File: config.mk
export PLATFORM = sky130hd
export DESIGN_NAME = scsi_status
export DESIGN_NICKNAME = d
export VERILOG_FILES = /design/src/pkg/scsi_pkg.sv /design/src/hdl/scsi_status.sv
export VERILOG_INCLUDE_DIRS = /design/src /design/src/pkg
export SDC_FILE = /design/constraint.sdc
export NUM_CORES = 1
export LEC_CHECK = 0
export BUFFER_PORTS_ARGS = -buffer_cell sky130_fd_sc_hd__buf_4
export CORE_ASPECT_RATIO = 2
export CORE_MARGIN = 5
export CORE_UTILIZATION = 40
export CTS_CLUSTER_SIZE = 24
export DETAILED_ROUTE_END_ITERATION = 10
export PLACE_DENSITY = 0.58
export SYNTH_ARGS = -nofsm -noshare
export SYNTH_HDL_FRONTEND = slang
export SYNTH_SLANG_ARGS = --single-unit
export TNS_END_PERCENT = 20
File: constraint.sdc
create_clock -name CLOCK -period 2.5 [get_ports CLOCK]
set_input_delay 0.25 -clock CLOCK [delete_from_list [all_inputs] [get_ports CLOCK]]
set_output_delay 0.25 -clock CLOCK [all_outputs]
set_load 0.02 [all_outputs]
File: src/pkg/scsi_consts.svh
// Purpose: named constants of the status bit block
// Assumes: bit-addressed serial status reads, output-bit writes
// Notes: definitions only
`ifndef SCSI_CONSTS_SVH
`define SCSI_CONSTS_SVH
// input select bit positions
`define IB_IRQ 31
`define IB_LOADF 30
`define IB_MCHG 29
`define IB_CTS 28
`define IB_DSR 27
`define IB_ARTS 26
`define IB_TELP 25
`define IB_TERR 24
`define IB_TXAB 23
`define IB_TXBE 22
`define IB_RXBF 21
`define IB_MIRQ 20
`define IB_TIRQ 19
`define IB_TAIRQ 18
`define IB_TEIRQ 17
`define IB_RIRQ 16
`define IB_RXLN 15
`define IB_B14 14
`define IB_B13 13
`define IB_B12 12
`define IB_ROVR 11
`define IB_B10 10
`define IB_B9 9
`define IB_CHAR_HI 8
`define IB_LOW_HI 15
// output select bit positions that this block decodes
`define OB_XMT_ON 5'h10
`define OB_RX_EN 5'h12
`define OB_TE_EN 5'h13
`define OB_TIM_EN 5'h14
`define OB_MC_EN 5'h15
`define OB_TA_EN 5'h16
`define OB_TXB_LD 5'h19
`define OB_HOLD_RD 5'h1A
// operating modes
`define MODE_0 3'h0
`define MODE_1 3'h1
`define MODE_2 3'h2
`define MODE_3 3'h3
`define MODE_5 3'h5
`define MODE_6 3'h6
// widths and reset values
`define CHAR_W 9
`define LOADF_W 7
`define TXBE_RST 1'h1
`define HALF_BIT_DEF 16
`endif

File: src/pkg/scsi_pkg.sv
// Purpose: types of the status bit block
// Assumes: constants come from scsi_consts.svh
// Notes: one-hot start detector states
package scsi_pkg;
  typedef logic [2:0] scsi_mode_t;
  typedef enum logic [3:0] {
    SD_IDLE = 4'h1,
    SD_HALF = 4'h2,
    SD_WAIT = 4'h4,
    SD_HELD = 4'h8
  } scsi_sd_state_t;
endpackage : scsi_pkg

File: src/hdl/scsi_status.sv
// Purpose: status and interrupt bits, read one bit at a time on a serial line
// Assumes: all inputs synchronous to CLOCK; datapath events are one-cycle pulses
// Notes: read data and enable are registered, so a read answers one edge late
`timescale 1ns/1ps
`include "scsi_consts.svh"
//
// Contract
// - irq summary is OR of five enabled terms; drives interrupt pin low
// - bit 30 is OR of all seven register load flags
// - modem change flag on filtered DSR, CTS or auto RTS change; cleared by bit 21
// - CTS, DSR shown inverted; auto RTS at 26; raw receive line at 15
// - timer elapsed set on countdown to zero; cleared by write to bit 20
// - timer overrun set when interval expires while elapsed still set
// - tx abort in modes 0,1 only; cleared by bit 22; bit 18 its irq
// - tx buffer empty set on move to shifter or init; zero to bit 25 clears
// - rx buffer full set on character transfer; cleared by write to bit 18
// - modem and timer irq bits are flag AND their enable
// - tx empty irq is empty AND transmit on AND its enable
// - rx irq is OR of full, frame ready, abort, AND rx enable
// - mode 1 rx abort on seven ones after flag; cleared by bit 18
// - modes 5,6 start seen at half bit, first bit one bit later
// - mode 1 frame ready and holding overrun; zero to bit 26 clears
// - modes 5,6 stop error set on bad stop bit, cleared on good one
// - rx overrun on reload while full; cleared on clean load or bit 18
// - parity error follows each transferred character outside mode 1
// - mode 1 zero insert error; cleared when holding read flag reset
// - rx error summary is overrun OR parity OR stop error
// - mode 1 frame flag seen on flag or abort; cleared by bit 18
// - latest character in bits 8..0, right justified, upper bits zero
// - addressed bit driven only while chip enable low; five select lines
// - bits 0..15 show status only while every load flag is clear
module scsi_status #(
  parameter int HALF_BIT_CYCLES = `HALF_BIT_DEF,
  parameter int CNT_W = 16
) (
  input wire logic CLOCK,
  input wire logic RST_N,
  input wire logic CE_N,
  input wire logic [4:0] SEL,
  output logic SER_IN_O,
  output logic SER_IN_OE,
  output logic INT_N,
  input wire logic WR_EN,
  input wire logic [4:0] WR_SEL,
  input wire logic WR_DATA,
  input wire logic [2:0] MODE,
  input wire logic [`LOADF_W-1:0] LOAD_FLAGS,
  input wire logic [15:0] ALT_DATA,
  input wire logic CTS_N,
  input wire logic DSR_N,
  input wire logic AUTO_RTS,
  input wire logic RX_LINE,
  input wire logic TIMER_ZERO,
  input wire logic TX_NO_DATA,
  input wire logic FILL_EN,
  input wire logic TX_MOVE,
  input wire logic TX_INIT,
  input wire logic RX_INIT,
  input wire logic RX_CHAR,
  input wire logic [`CHAR_W-1:0] RX_DATA,
  input wire logic RX_PAR_BAD,
  input wire logic RX_STOP_BAD,
  input wire logic FRAME_DONE,
  input wire logic HOLD_CHANGE,
  input wire logic FLAG_DET,
  input wire logic SEVEN_ONES,
  input wire logic ZERO_ERR
);

  // mode decode
  wire logic mode1_w = (MODE == `MODE_1);
  wire logic mode01_w = (MODE == `MODE_0) || mode1_w;
  wire logic mode56_w = (MODE == `MODE_5) || (MODE == `MODE_6);

  // output-bit write decode
  wire logic wr_rx_w = WR_EN && (WR_SEL == `OB_RX_EN);
  wire logic wr_te_w = WR_EN && (WR_SEL == `OB_TE_EN);
  wire logic wr_tim_w = WR_EN && (WR_SEL == `OB_TIM_EN);
  wire logic wr_mc_w = WR_EN && (WR_SEL == `OB_MC_EN);
  wire logic wr_ta_w = WR_EN && (WR_SEL == `OB_TA_EN);
  wire logic wr_xon_w = WR_EN && (WR_SEL == `OB_XMT_ON);
  wire logic wr_txb0_w = WR_EN && (WR_SEL == `OB_TXB_LD) && !WR_DATA;
  wire logic wr_hold_w = WR_EN && (WR_SEL == `OB_HOLD_RD);
  wire logic wr_hold0_w = wr_hold_w && !WR_DATA;

  // enable bits held from output-bit writes
  logic xmt_on_r;
  logic rx_en_r;
  logic te_en_r;
  logic tim_en_r;
  logic mc_en_r;
  logic ta_en_r;
  // the holding read level itself is not kept here; only its zero write
  // matters to this block, as the clear of the frame flags below

  always_ff @(posedge CLOCK or negedge RST_N)
  begin
    if (!RST_N)
    begin
      xmt_on_r <= 1'h0;
      rx_en_r <= 1'h0;
      te_en_r <= 1'h0;
      tim_en_r <= 1'h0;
      mc_en_r <= 1'h0;
      ta_en_r <= 1'h0;
    end
    else
    begin
      if (wr_xon_w) xmt_on_r <= WR_DATA;
      if (wr_rx_w) rx_en_r <= WR_DATA;
      if (wr_te_w) te_en_r <= WR_DATA;
      if (wr_tim_w) tim_en_r <= WR_DATA;
      if (wr_mc_w) mc_en_r <= WR_DATA;
      if (wr_ta_w) ta_en_r <= WR_DATA;
    end
  end

  // modem line filter: a level is taken only after two equal samples
  logic cts_d_r;
  logic dsr_d_r;
  logic cts_lvl_r;
  logic dsr_lvl_r;
  logic rts_d_r;
  wire logic cts_take_w = (CTS_N == cts_d_r) && (CTS_N != cts_lvl_r);
  wire logic dsr_take_w = (DSR_N == dsr_d_r) && (DSR_N != dsr_lvl_r);
  wire logic rts_chg_w = (AUTO_RTS != rts_d_r);
  wire logic mchg_set_w = cts_take_w || dsr_take_w || rts_chg_w;

  // pins idle high (inactive) out of reset, so no change is seen at release
  always_ff @(posedge CLOCK or negedge RST_N)
  begin
    if (!RST_N)
    begin
      cts_d_r <= 1'h1;
      dsr_d_r <= 1'h1;
      cts_lvl_r <= 1'h1;
      dsr_lvl_r <= 1'h1;
      rts_d_r <= 1'h0;
    end
    else
    begin
      cts_d_r <= CTS_N;
      dsr_d_r <= DSR_N;
      rts_d_r <= AUTO_RTS;
      if (cts_take_w) cts_lvl_r <= CTS_N;
      if (dsr_take_w) dsr_lvl_r <= DSR_N;
    end
  end

  // sticky flags; the set term is tested first so it wins, except that receiver init clears over it
  logic mchg_r;
  logic telp_r;
  logic terr_r;
  logic txab_r;
  logic txbe_r;
  logic rxbf_r;
  logic rx_abort_r;
  logic rx_frame_ready_r;
  logic frame_holding_overrun_r;
  logic stop_r;
  logic rovr_r;
  logic par_r;
  logic zerr_r;
  logic fldt_r;
  logic [`CHAR_W-1:0] rbuf_r;

  wire logic mchg_nxt = mchg_set_w ? 1'h1 : (wr_mc_w ? 1'h0 : mchg_r);
  wire logic telp_nxt = TIMER_ZERO ? 1'h1 : (wr_tim_w ? 1'h0 : telp_r);
  // timer overrun on expiry while elapsed
  wire logic terr_nxt = (TIMER_ZERO && telp_r) ? 1'h1 : (wr_tim_w ? 1'h0 : terr_r);
  // tx abort, modes 0 and 1 only
  wire logic txab_set_w = mode01_w && TX_NO_DATA && !FILL_EN;
  wire logic txab_nxt = txab_set_w ? 1'h1 : (wr_ta_w ? 1'h0 : txab_r);
  wire logic txbe_nxt = (TX_MOVE || TX_INIT) ? 1'h1 : (wr_txb0_w ? 1'h0 : txbe_r);
  wire logic rxbf_nxt = RX_CHAR ? 1'h1 : (wr_rx_w ? 1'h0 : rxbf_r);
  // rx abort after a flag then seven ones
  wire logic rx_abort_set_w = mode1_w && SEVEN_ONES && fldt_r;
  wire logic rx_abort_nxt = rx_abort_set_w ? 1'h1 : (wr_rx_w ? 1'h0 : rx_abort_r);
  wire logic rx_frame_ready_set_w = mode1_w && FRAME_DONE;
  wire logic rx_frame_ready_nxt = rx_frame_ready_set_w ? 1'h1 : (wr_hold0_w ? 1'h0 : rx_frame_ready_r);
  wire logic frame_holding_overrun_set_w = mode1_w && HOLD_CHANGE && rx_frame_ready_r;
  wire logic frame_holding_overrun_nxt = frame_holding_overrun_set_w ? 1'h1 : (wr_hold0_w ? 1'h0 : frame_holding_overrun_r);
  // stop error tracks each character's stop bit in modes 5 and 6
  wire logic stop_nxt = (RX_CHAR && mode56_w) ? RX_STOP_BAD : stop_r;
  // overrun: reload while full; clean load or write clears
  wire logic rovr_set_w = RX_CHAR && rxbf_r;
  wire logic rovr_clr_w = (RX_CHAR && !rxbf_r) || wr_rx_w;
  wire logic rovr_nxt = rovr_set_w ? 1'h1 : (rovr_clr_w ? 1'h0 : rovr_r);
  // parity error follows each transferred character outside mode 1
  wire logic par_nxt = (RX_CHAR && !mode1_w) ? RX_PAR_BAD : par_r;
  // zero insert error, cleared by resetting the holding read flag
  wire logic zerr_set_w = mode1_w && ZERO_ERR;
  wire logic zerr_nxt = zerr_set_w ? 1'h1 : (wr_hold0_w ? 1'h0 : zerr_r);
  // frame flag seen, also on abort
  wire logic fldt_set_w = mode1_w && (FLAG_DET || rx_abort_set_w);
  wire logic fldt_nxt = fldt_set_w ? 1'h1 : (wr_rx_w ? 1'h0 : fldt_r);

  // receiver init clears every receiver flag; transmitter init only sets empty
  always_ff @(posedge CLOCK or negedge RST_N)
  begin
    if (!RST_N)
    begin
      mchg_r <= 1'h0;
      telp_r <= 1'h0;
      terr_r <= 1'h0;
      txab_r <= 1'h0;
      txbe_r <= `TXBE_RST;
      rxbf_r <= 1'h0;
      rx_abort_r <= 1'h0;
      rx_frame_ready_r <= 1'h0;
      frame_holding_overrun_r <= 1'h0;
      stop_r <= 1'h0;
      rovr_r <= 1'h0;
      par_r <= 1'h0;
      zerr_r <= 1'h0;
      fldt_r <= 1'h0;
      rbuf_r <= '0;
    end
    else
    begin
      mchg_r <= mchg_nxt;
      telp_r <= telp_nxt;
      terr_r <= terr_nxt;
      txab_r <= txab_nxt;
      txbe_r <= txbe_nxt;
      if (RX_INIT)
      begin
        rxbf_r <= 1'h0;
        rx_abort_r <= 1'h0;
        rx_frame_ready_r <= 1'h0;
        frame_holding_overrun_r <= 1'h0;
        stop_r <= 1'h0;
        rovr_r <= 1'h0;
        par_r <= 1'h0;
        zerr_r <= 1'h0;
        fldt_r <= 1'h0;
      end
      else
      begin
        rxbf_r <= rxbf_nxt;
        rx_abort_r <= rx_abort_nxt;
        rx_frame_ready_r <= rx_frame_ready_nxt;
        frame_holding_overrun_r <= frame_holding_overrun_nxt;
        stop_r <= stop_nxt;
        rovr_r <= rovr_nxt;
        par_r <= par_nxt;
        zerr_r <= zerr_nxt;
        fldt_r <= fldt_nxt;
      end
      // latest character, datapath supplies it right justified
      if (RX_CHAR) rbuf_r <= RX_DATA;
    end
  end

  // start bit detector for the asynchronous modes
  scsi_pkg::scsi_sd_state_t sd_r;
  scsi_pkg::scsi_sd_state_t sd_nxt;
  logic [CNT_W-1:0] sd_cnt_r;
  logic rx_d_r;
  logic sbit_r;
  logic fbit_r;
  localparam logic [CNT_W-1:0] HALF_LAST = CNT_W'(HALF_BIT_CYCLES - 1);
  localparam logic [CNT_W-1:0] FULL_LAST = CNT_W'(2 * HALF_BIT_CYCLES - 1);
  wire logic rx_fall_w = rx_d_r && !RX_LINE;
  wire logic half_end_w = (sd_cnt_r == HALF_LAST);
  wire logic full_end_w = (sd_cnt_r == FULL_LAST);
  wire logic sd_stop_w = RX_INIT || RX_CHAR || !mode56_w;

  // half-bit check, then first data bit one bit later
  always_comb
  begin
    sd_nxt = sd_r;
    unique case (sd_r)
      scsi_pkg::SD_IDLE: if (mode56_w && rx_fall_w) sd_nxt = scsi_pkg::SD_HALF;
      scsi_pkg::SD_HALF: if (half_end_w)
        sd_nxt = RX_LINE ? scsi_pkg::SD_IDLE : scsi_pkg::SD_WAIT;
      scsi_pkg::SD_WAIT: if (full_end_w) sd_nxt = scsi_pkg::SD_HELD;
      scsi_pkg::SD_HELD: sd_nxt = scsi_pkg::SD_HELD;
      default: sd_nxt = scsi_pkg::SD_IDLE;
    endcase
    if (sd_stop_w) sd_nxt = scsi_pkg::SD_IDLE;
  end

  // counter restarts on every state change, so each leg is timed alone
  always_ff @(posedge CLOCK or negedge RST_N)
  begin
    if (!RST_N)
    begin
      sd_r <= scsi_pkg::SD_IDLE;
      sd_cnt_r <= '0;
      rx_d_r <= 1'h1;
      sbit_r <= 1'h0;
      fbit_r <= 1'h0;
    end
    else
    begin
      rx_d_r <= RX_LINE;
      sd_r <= sd_nxt;
      sd_cnt_r <= (sd_nxt != sd_r) ? '0 : sd_cnt_r + 1'b1;
      // flags held until the character ends
      sbit_r <= (sd_nxt == scsi_pkg::SD_WAIT) || (sd_nxt == scsi_pkg::SD_HELD);
      fbit_r <= (sd_nxt == scsi_pkg::SD_HELD);
    end
  end

  // enabled interrupt terms
  // modem and timer irq
  wire logic mirq_w = mchg_r && mc_en_r;
  wire logic tirq_w = telp_r && tim_en_r;
  // tx abort irq, zero outside modes 0 and 1
  wire logic tairq_w = mode01_w && txab_r && ta_en_r;
  wire logic teirq_w = txbe_r && xmt_on_r && te_en_r;
  wire logic rirq_w = (rxbf_r || rx_frame_ready_r || rx_abort_r) && rx_en_r;
  wire logic irq_w = mirq_w || tirq_w || tairq_w || teirq_w || rirq_w;
  wire logic loadf_w = |LOAD_FLAGS;

  // mode-shared bits; 14..12 read zero in unused modes, 10 and 9 show parity and error summary outside mode 1
  wire logic b14_w = mode1_w ? rx_abort_r : (mode56_w && sbit_r);
  wire logic b13_w = mode1_w ? rx_frame_ready_r : (mode56_w && fbit_r);
  wire logic b12_w = mode1_w ? frame_holding_overrun_r : (mode56_w && stop_r);
  // zero error shares bit 10 in mode 1
  wire logic b10_w = mode1_w ? zerr_r : par_r;
  wire logic b9_w = mode1_w ? fldt_r : (rovr_r || par_r || (mode56_w && stop_r));

  // status word in input-bit order
  wire logic [31:0] stat_w;
  assign stat_w[`IB_IRQ] = irq_w;
  assign stat_w[`IB_LOADF] = loadf_w;
  assign stat_w[`IB_MCHG] = mchg_r;
  // CTS and DSR shown inverted, auto RTS and receive line raw
  assign stat_w[`IB_CTS] = !cts_lvl_r;
  assign stat_w[`IB_DSR] = !dsr_lvl_r;
  assign stat_w[`IB_ARTS] = AUTO_RTS;
  assign stat_w[`IB_TELP] = telp_r;
  assign stat_w[`IB_TERR] = terr_r;
  assign stat_w[`IB_TXAB] = mode01_w && txab_r;
  assign stat_w[`IB_TXBE] = txbe_r;
  assign stat_w[`IB_RXBF] = rxbf_r;
  assign stat_w[`IB_MIRQ] = mirq_w;
  assign stat_w[`IB_TIRQ] = tirq_w;
  assign stat_w[`IB_TAIRQ] = tairq_w;
  assign stat_w[`IB_TEIRQ] = teirq_w;
  assign stat_w[`IB_RIRQ] = rirq_w;
  assign stat_w[`IB_RXLN] = RX_LINE;
  assign stat_w[`IB_B14] = b14_w;
  assign stat_w[`IB_B13] = b13_w;
  assign stat_w[`IB_B12] = b12_w;
  assign stat_w[`IB_ROVR] = rovr_r;
  assign stat_w[`IB_B10] = b10_w;
  assign stat_w[`IB_B9] = b9_w;
  assign stat_w[`IB_CHAR_HI:0] = rbuf_r;

  // low half shows register contents while any load flag is set
  wire logic [`IB_LOW_HI:0] low_w = loadf_w ? ALT_DATA : stat_w[`IB_LOW_HI:0];
  wire logic [31:0] rd_w = {stat_w[31:`IB_LOW_HI+1], low_w};

  // read path is pure selection, touching no flag
  wire logic sel_bit_w = rd_w[SEL];

  // registered pin outputs; line released while chip enable is high
  always_ff @(posedge CLOCK or negedge RST_N)
  begin
    if (!RST_N)
    begin
      SER_IN_O <= 1'h0;
      SER_IN_OE <= 1'h0;
      INT_N <= 1'h1;
    end
    else
    begin
      // drive only while chip enable low
      SER_IN_OE <= !CE_N;
      SER_IN_O <= !CE_N && sel_bit_w;
      INT_N <= !irq_w;
    end
  end

endmodule : scsi_status

==> metrics.md <==
| Metric | Value |
|---|---|
| Layout area overhead | 27.4% |
| FF+latch count, synth | 60 |
| Vias per cell | 5.62 |
| Largest net degree at the start of global routing | 61 |
| Mux share of post-synthesis cell area | 0.0865 |
| Gr busiest metal | met2 |
| Core area | 8170 sq um |
| Max Buffers Root-to-Sink | 2 |
| Number of I/O pins | 71 |
| Root Driver | clkbuf_16 |
| Final Cycle Share | 0.894 |
| Layout net count | 472 |
| Outcome | finished with violations |
| Most flops, register | sd_cnt_r |
| R2r setup slk | 260 ps |
| Routed wire length | 9160 microns |
| Register area | 1510 sq um |
| Clock sink total | 60 |
| Detailed-route via count | 2844 |
| Crit end category | flip-flop |
| CTS clk-pin slew, worst paths | 50 ps |
| CTS Buf Count | 9 |
| Fraction of registers with async set/reset | 1.00 |
| Synth Area in Simple Gates | 0.210 |
| Total track usage | 0.192 |
| Xor/xnor share of the synthesized area | 0.0448 |
| Port-buffer cells | 70 |
| Cell Area, Synth | 3300 sq um |
| Final Wtd Congestion | 0.843 |
| Global-route wire length before repair | 15000 microns |
| Share of the yosys chip area belonging to registers | 0.458 |
| Resized Gates After CTS | 0 |
| Die span in y | 138 microns |
| Area contributors post-synth | dfrtp_1 (39%), dfstp_2 (6.4%), mux2_2 (6.1%) |
| Die Width | 74.2 microns |
| Worst slew pin tran | 767 ps |
| Top flop regs | sd_cnt_r (16), rbuf_r (9), sd_r (4) |
| Final instance area | 4200 sq um |
| Syn_nets | 396 |
| Post-CTS Setup Bufs | 0 |
| Failing checks | negative hold slack |
| RSZ-0062 raised after global routing | false |
| Setup violators final | 0 |
| Lkg Pwr | 1.87 nW |
| DRT Pass-1 Iters | 4 |
| N_diodes | 0 |
| Syn avg cell area | 10.1 sq um |
| Worst hold margin | -14.5 ps |
| Initial core utilization | 0.403 |
| Pwr Density | 668 nW/um^2 |
| Yosys top cell by area | dfrtp_1 |
| Post-Syn Instances | 327 |
| Slew headroom | 0.488 |
| Antenna viol nets, final | 0 |
| Std-Cell Rows | 47 |
| CTS Hold Bufs | 0 |
| CP Launch Type | flip-flop |
| Tmin final | 2240 ps |
| Worst-path maximum fanout | 16 |
| Initial antenna violation count | 0 |
| Top cell type's share of synthesized area | 0.395 |
| Routed len/inst | 18.1 microns |
| CTS tree | yes |
| Vias in the first global route | 3035 |
| Met1 GRT Util | 0.203 |
| Hold Violations, Final | 10 |
| Fin. max-slew vios | 0 |
| Post-route setup TNS | 0 ps |
| Filler Cells Inserted | 781 |
| Worst EP required | 2690 ps |
| Layout cells sized above 1 | 0.324 |
| Placed insts | 490 |
| M2 GR Usage | 0.334 |
| Residual DRC | 0 |
| Ys Warns | 0 |
| Htree depth | 3 |
| Full die area | 10300 sq um |
| Worst Hold Class | in -> async |
| Number of flip-flops in the largest register | 16 |
| Finished Layout Cells | 506 |
| Overall Power | 2.81 mW |
| Adder-cell share of the synthesized area | 0.00683 |
| Complex-gate fraction of the synthesized area | 0.162 |
| Max Freq | 447 MHz |
| Drt initial violations | 210 |
| VDD IR max | 0.000427 V |
| Detailed Place HPWL | 7060 microns |
| Crit Path Category | reg -> reg |
| Total grt overflow | 0 |
| Largest family of logic cells by synthesized area | simple AND/OR/NAND/NOR gates |
| Multi-input combinational cell area | 1680 sq um |
| Cell Area, Placed | 3930 sq um |
| Worst-Skew Late Latency | 330 ps |
| Met3 GRT Util | 0.0349 |
| Unique cell type count in the Yosys netlist | 64 |
| Max-Cap Viols | 0 |
| Clock skew | 8.22 ps |
| Post-synth EDFFs | 0 |
| Most used DFF post-synth | dfrtp_1 |
| CP arrival | 2430 ps |
[cell families (layout without fill, tap and decap cells)]
logic type	after synthesis	count (layout)
adders and majority gates	2	2
buffers and inverters	22	103
DFF	60	60
muxes	25	25
AOI/OAI and AO/OA	68	68
and+or+nand+nor	134	134
xor gates and xnor gates	16	16
[path summary, 6_finish.rpt]
kind,endpoint,from,depth (start not counted)
worst max-delay path,sd_cnt_r[15],sd_cnt_r[13],6
worst min-delay path,te_en_r,RST_N,1
worst max register to register,sd_cnt_r[15],sd_cnt_r[13],6
worst min register to register,sd_cnt_r[0],sd_cnt_r[0],1
max in group asynchronous,terr_r,RST_N,1
min in group CLOCK,dsr_d_r,DSR_N,1
[critical path, stage by stage, from the launching register on]
cell	delay (ps)
dfrtp_1	390
nor4_1	500
nand3_1	170
nor3_1	270
a41oi_2	200
o221ai_4	460
nor2_1	110
[synthesized netlist by cell type (8+ instances only)]
cell      n
a21oi_1  17
inv_1    11
dfrtp_1  52
mux2_2   18
xnor2_1   8
and3_1   10
nor2_1   39
nand3_1  11
nand2_1  29
nand4_1   8
dfstp_2   8
[final cells by class]
cell class,count,share of cell area
Multi-Input combinational cell,245,0.400
Sequential cell,60,0.360
Timing Repair Buffer,76,0.136
Clock buffer,12,0.0587
Tap cell,98,0.0292
Inverter,11,0.00983
Clock inverter,4,0.00626
[metal layers]
metal,up-vias,share of wire
met1,1380,0.35
met5,-,0
met4,0,0.048
met3,27,0.056
met2,74,0.54
li1,1363,-
[where the power goes]
part	switching (mW)	internal, mW	total (mW)
combinational	0.239	0.247	0.486
clock	0.428	0.695	1.12
sequential	0.100	1.10	1.20
total	0.768	2.04	2.81
[layout by cell type, fill, tap and decap left out, types with 9 or more instances in the layout]
master | synthesis | final
inv_1 | 11 | 11
a21oi_1 | 17 | 17
dfrtp_1 | 52 | 52
nor2_1 | 39 | 39
clkbuf_16 | 0 | 9
mux2_2 | 18 | 18
buf_4 | 1 | 76
nand2_1 | 29 | 29
nand3_1 | 11 | 11
and3_1 | 10 | 10
[through the flow]
step                      worst slack [ps]   util
final                                  265  0.514
after global routing                  88.2  0.514
after CTS                              227  0.514
after detailed placement               246  0.480
after global placement                 302  0.480
after floorplan                        503      -
No activity file was read; power rests on OpenSTA's default activity.
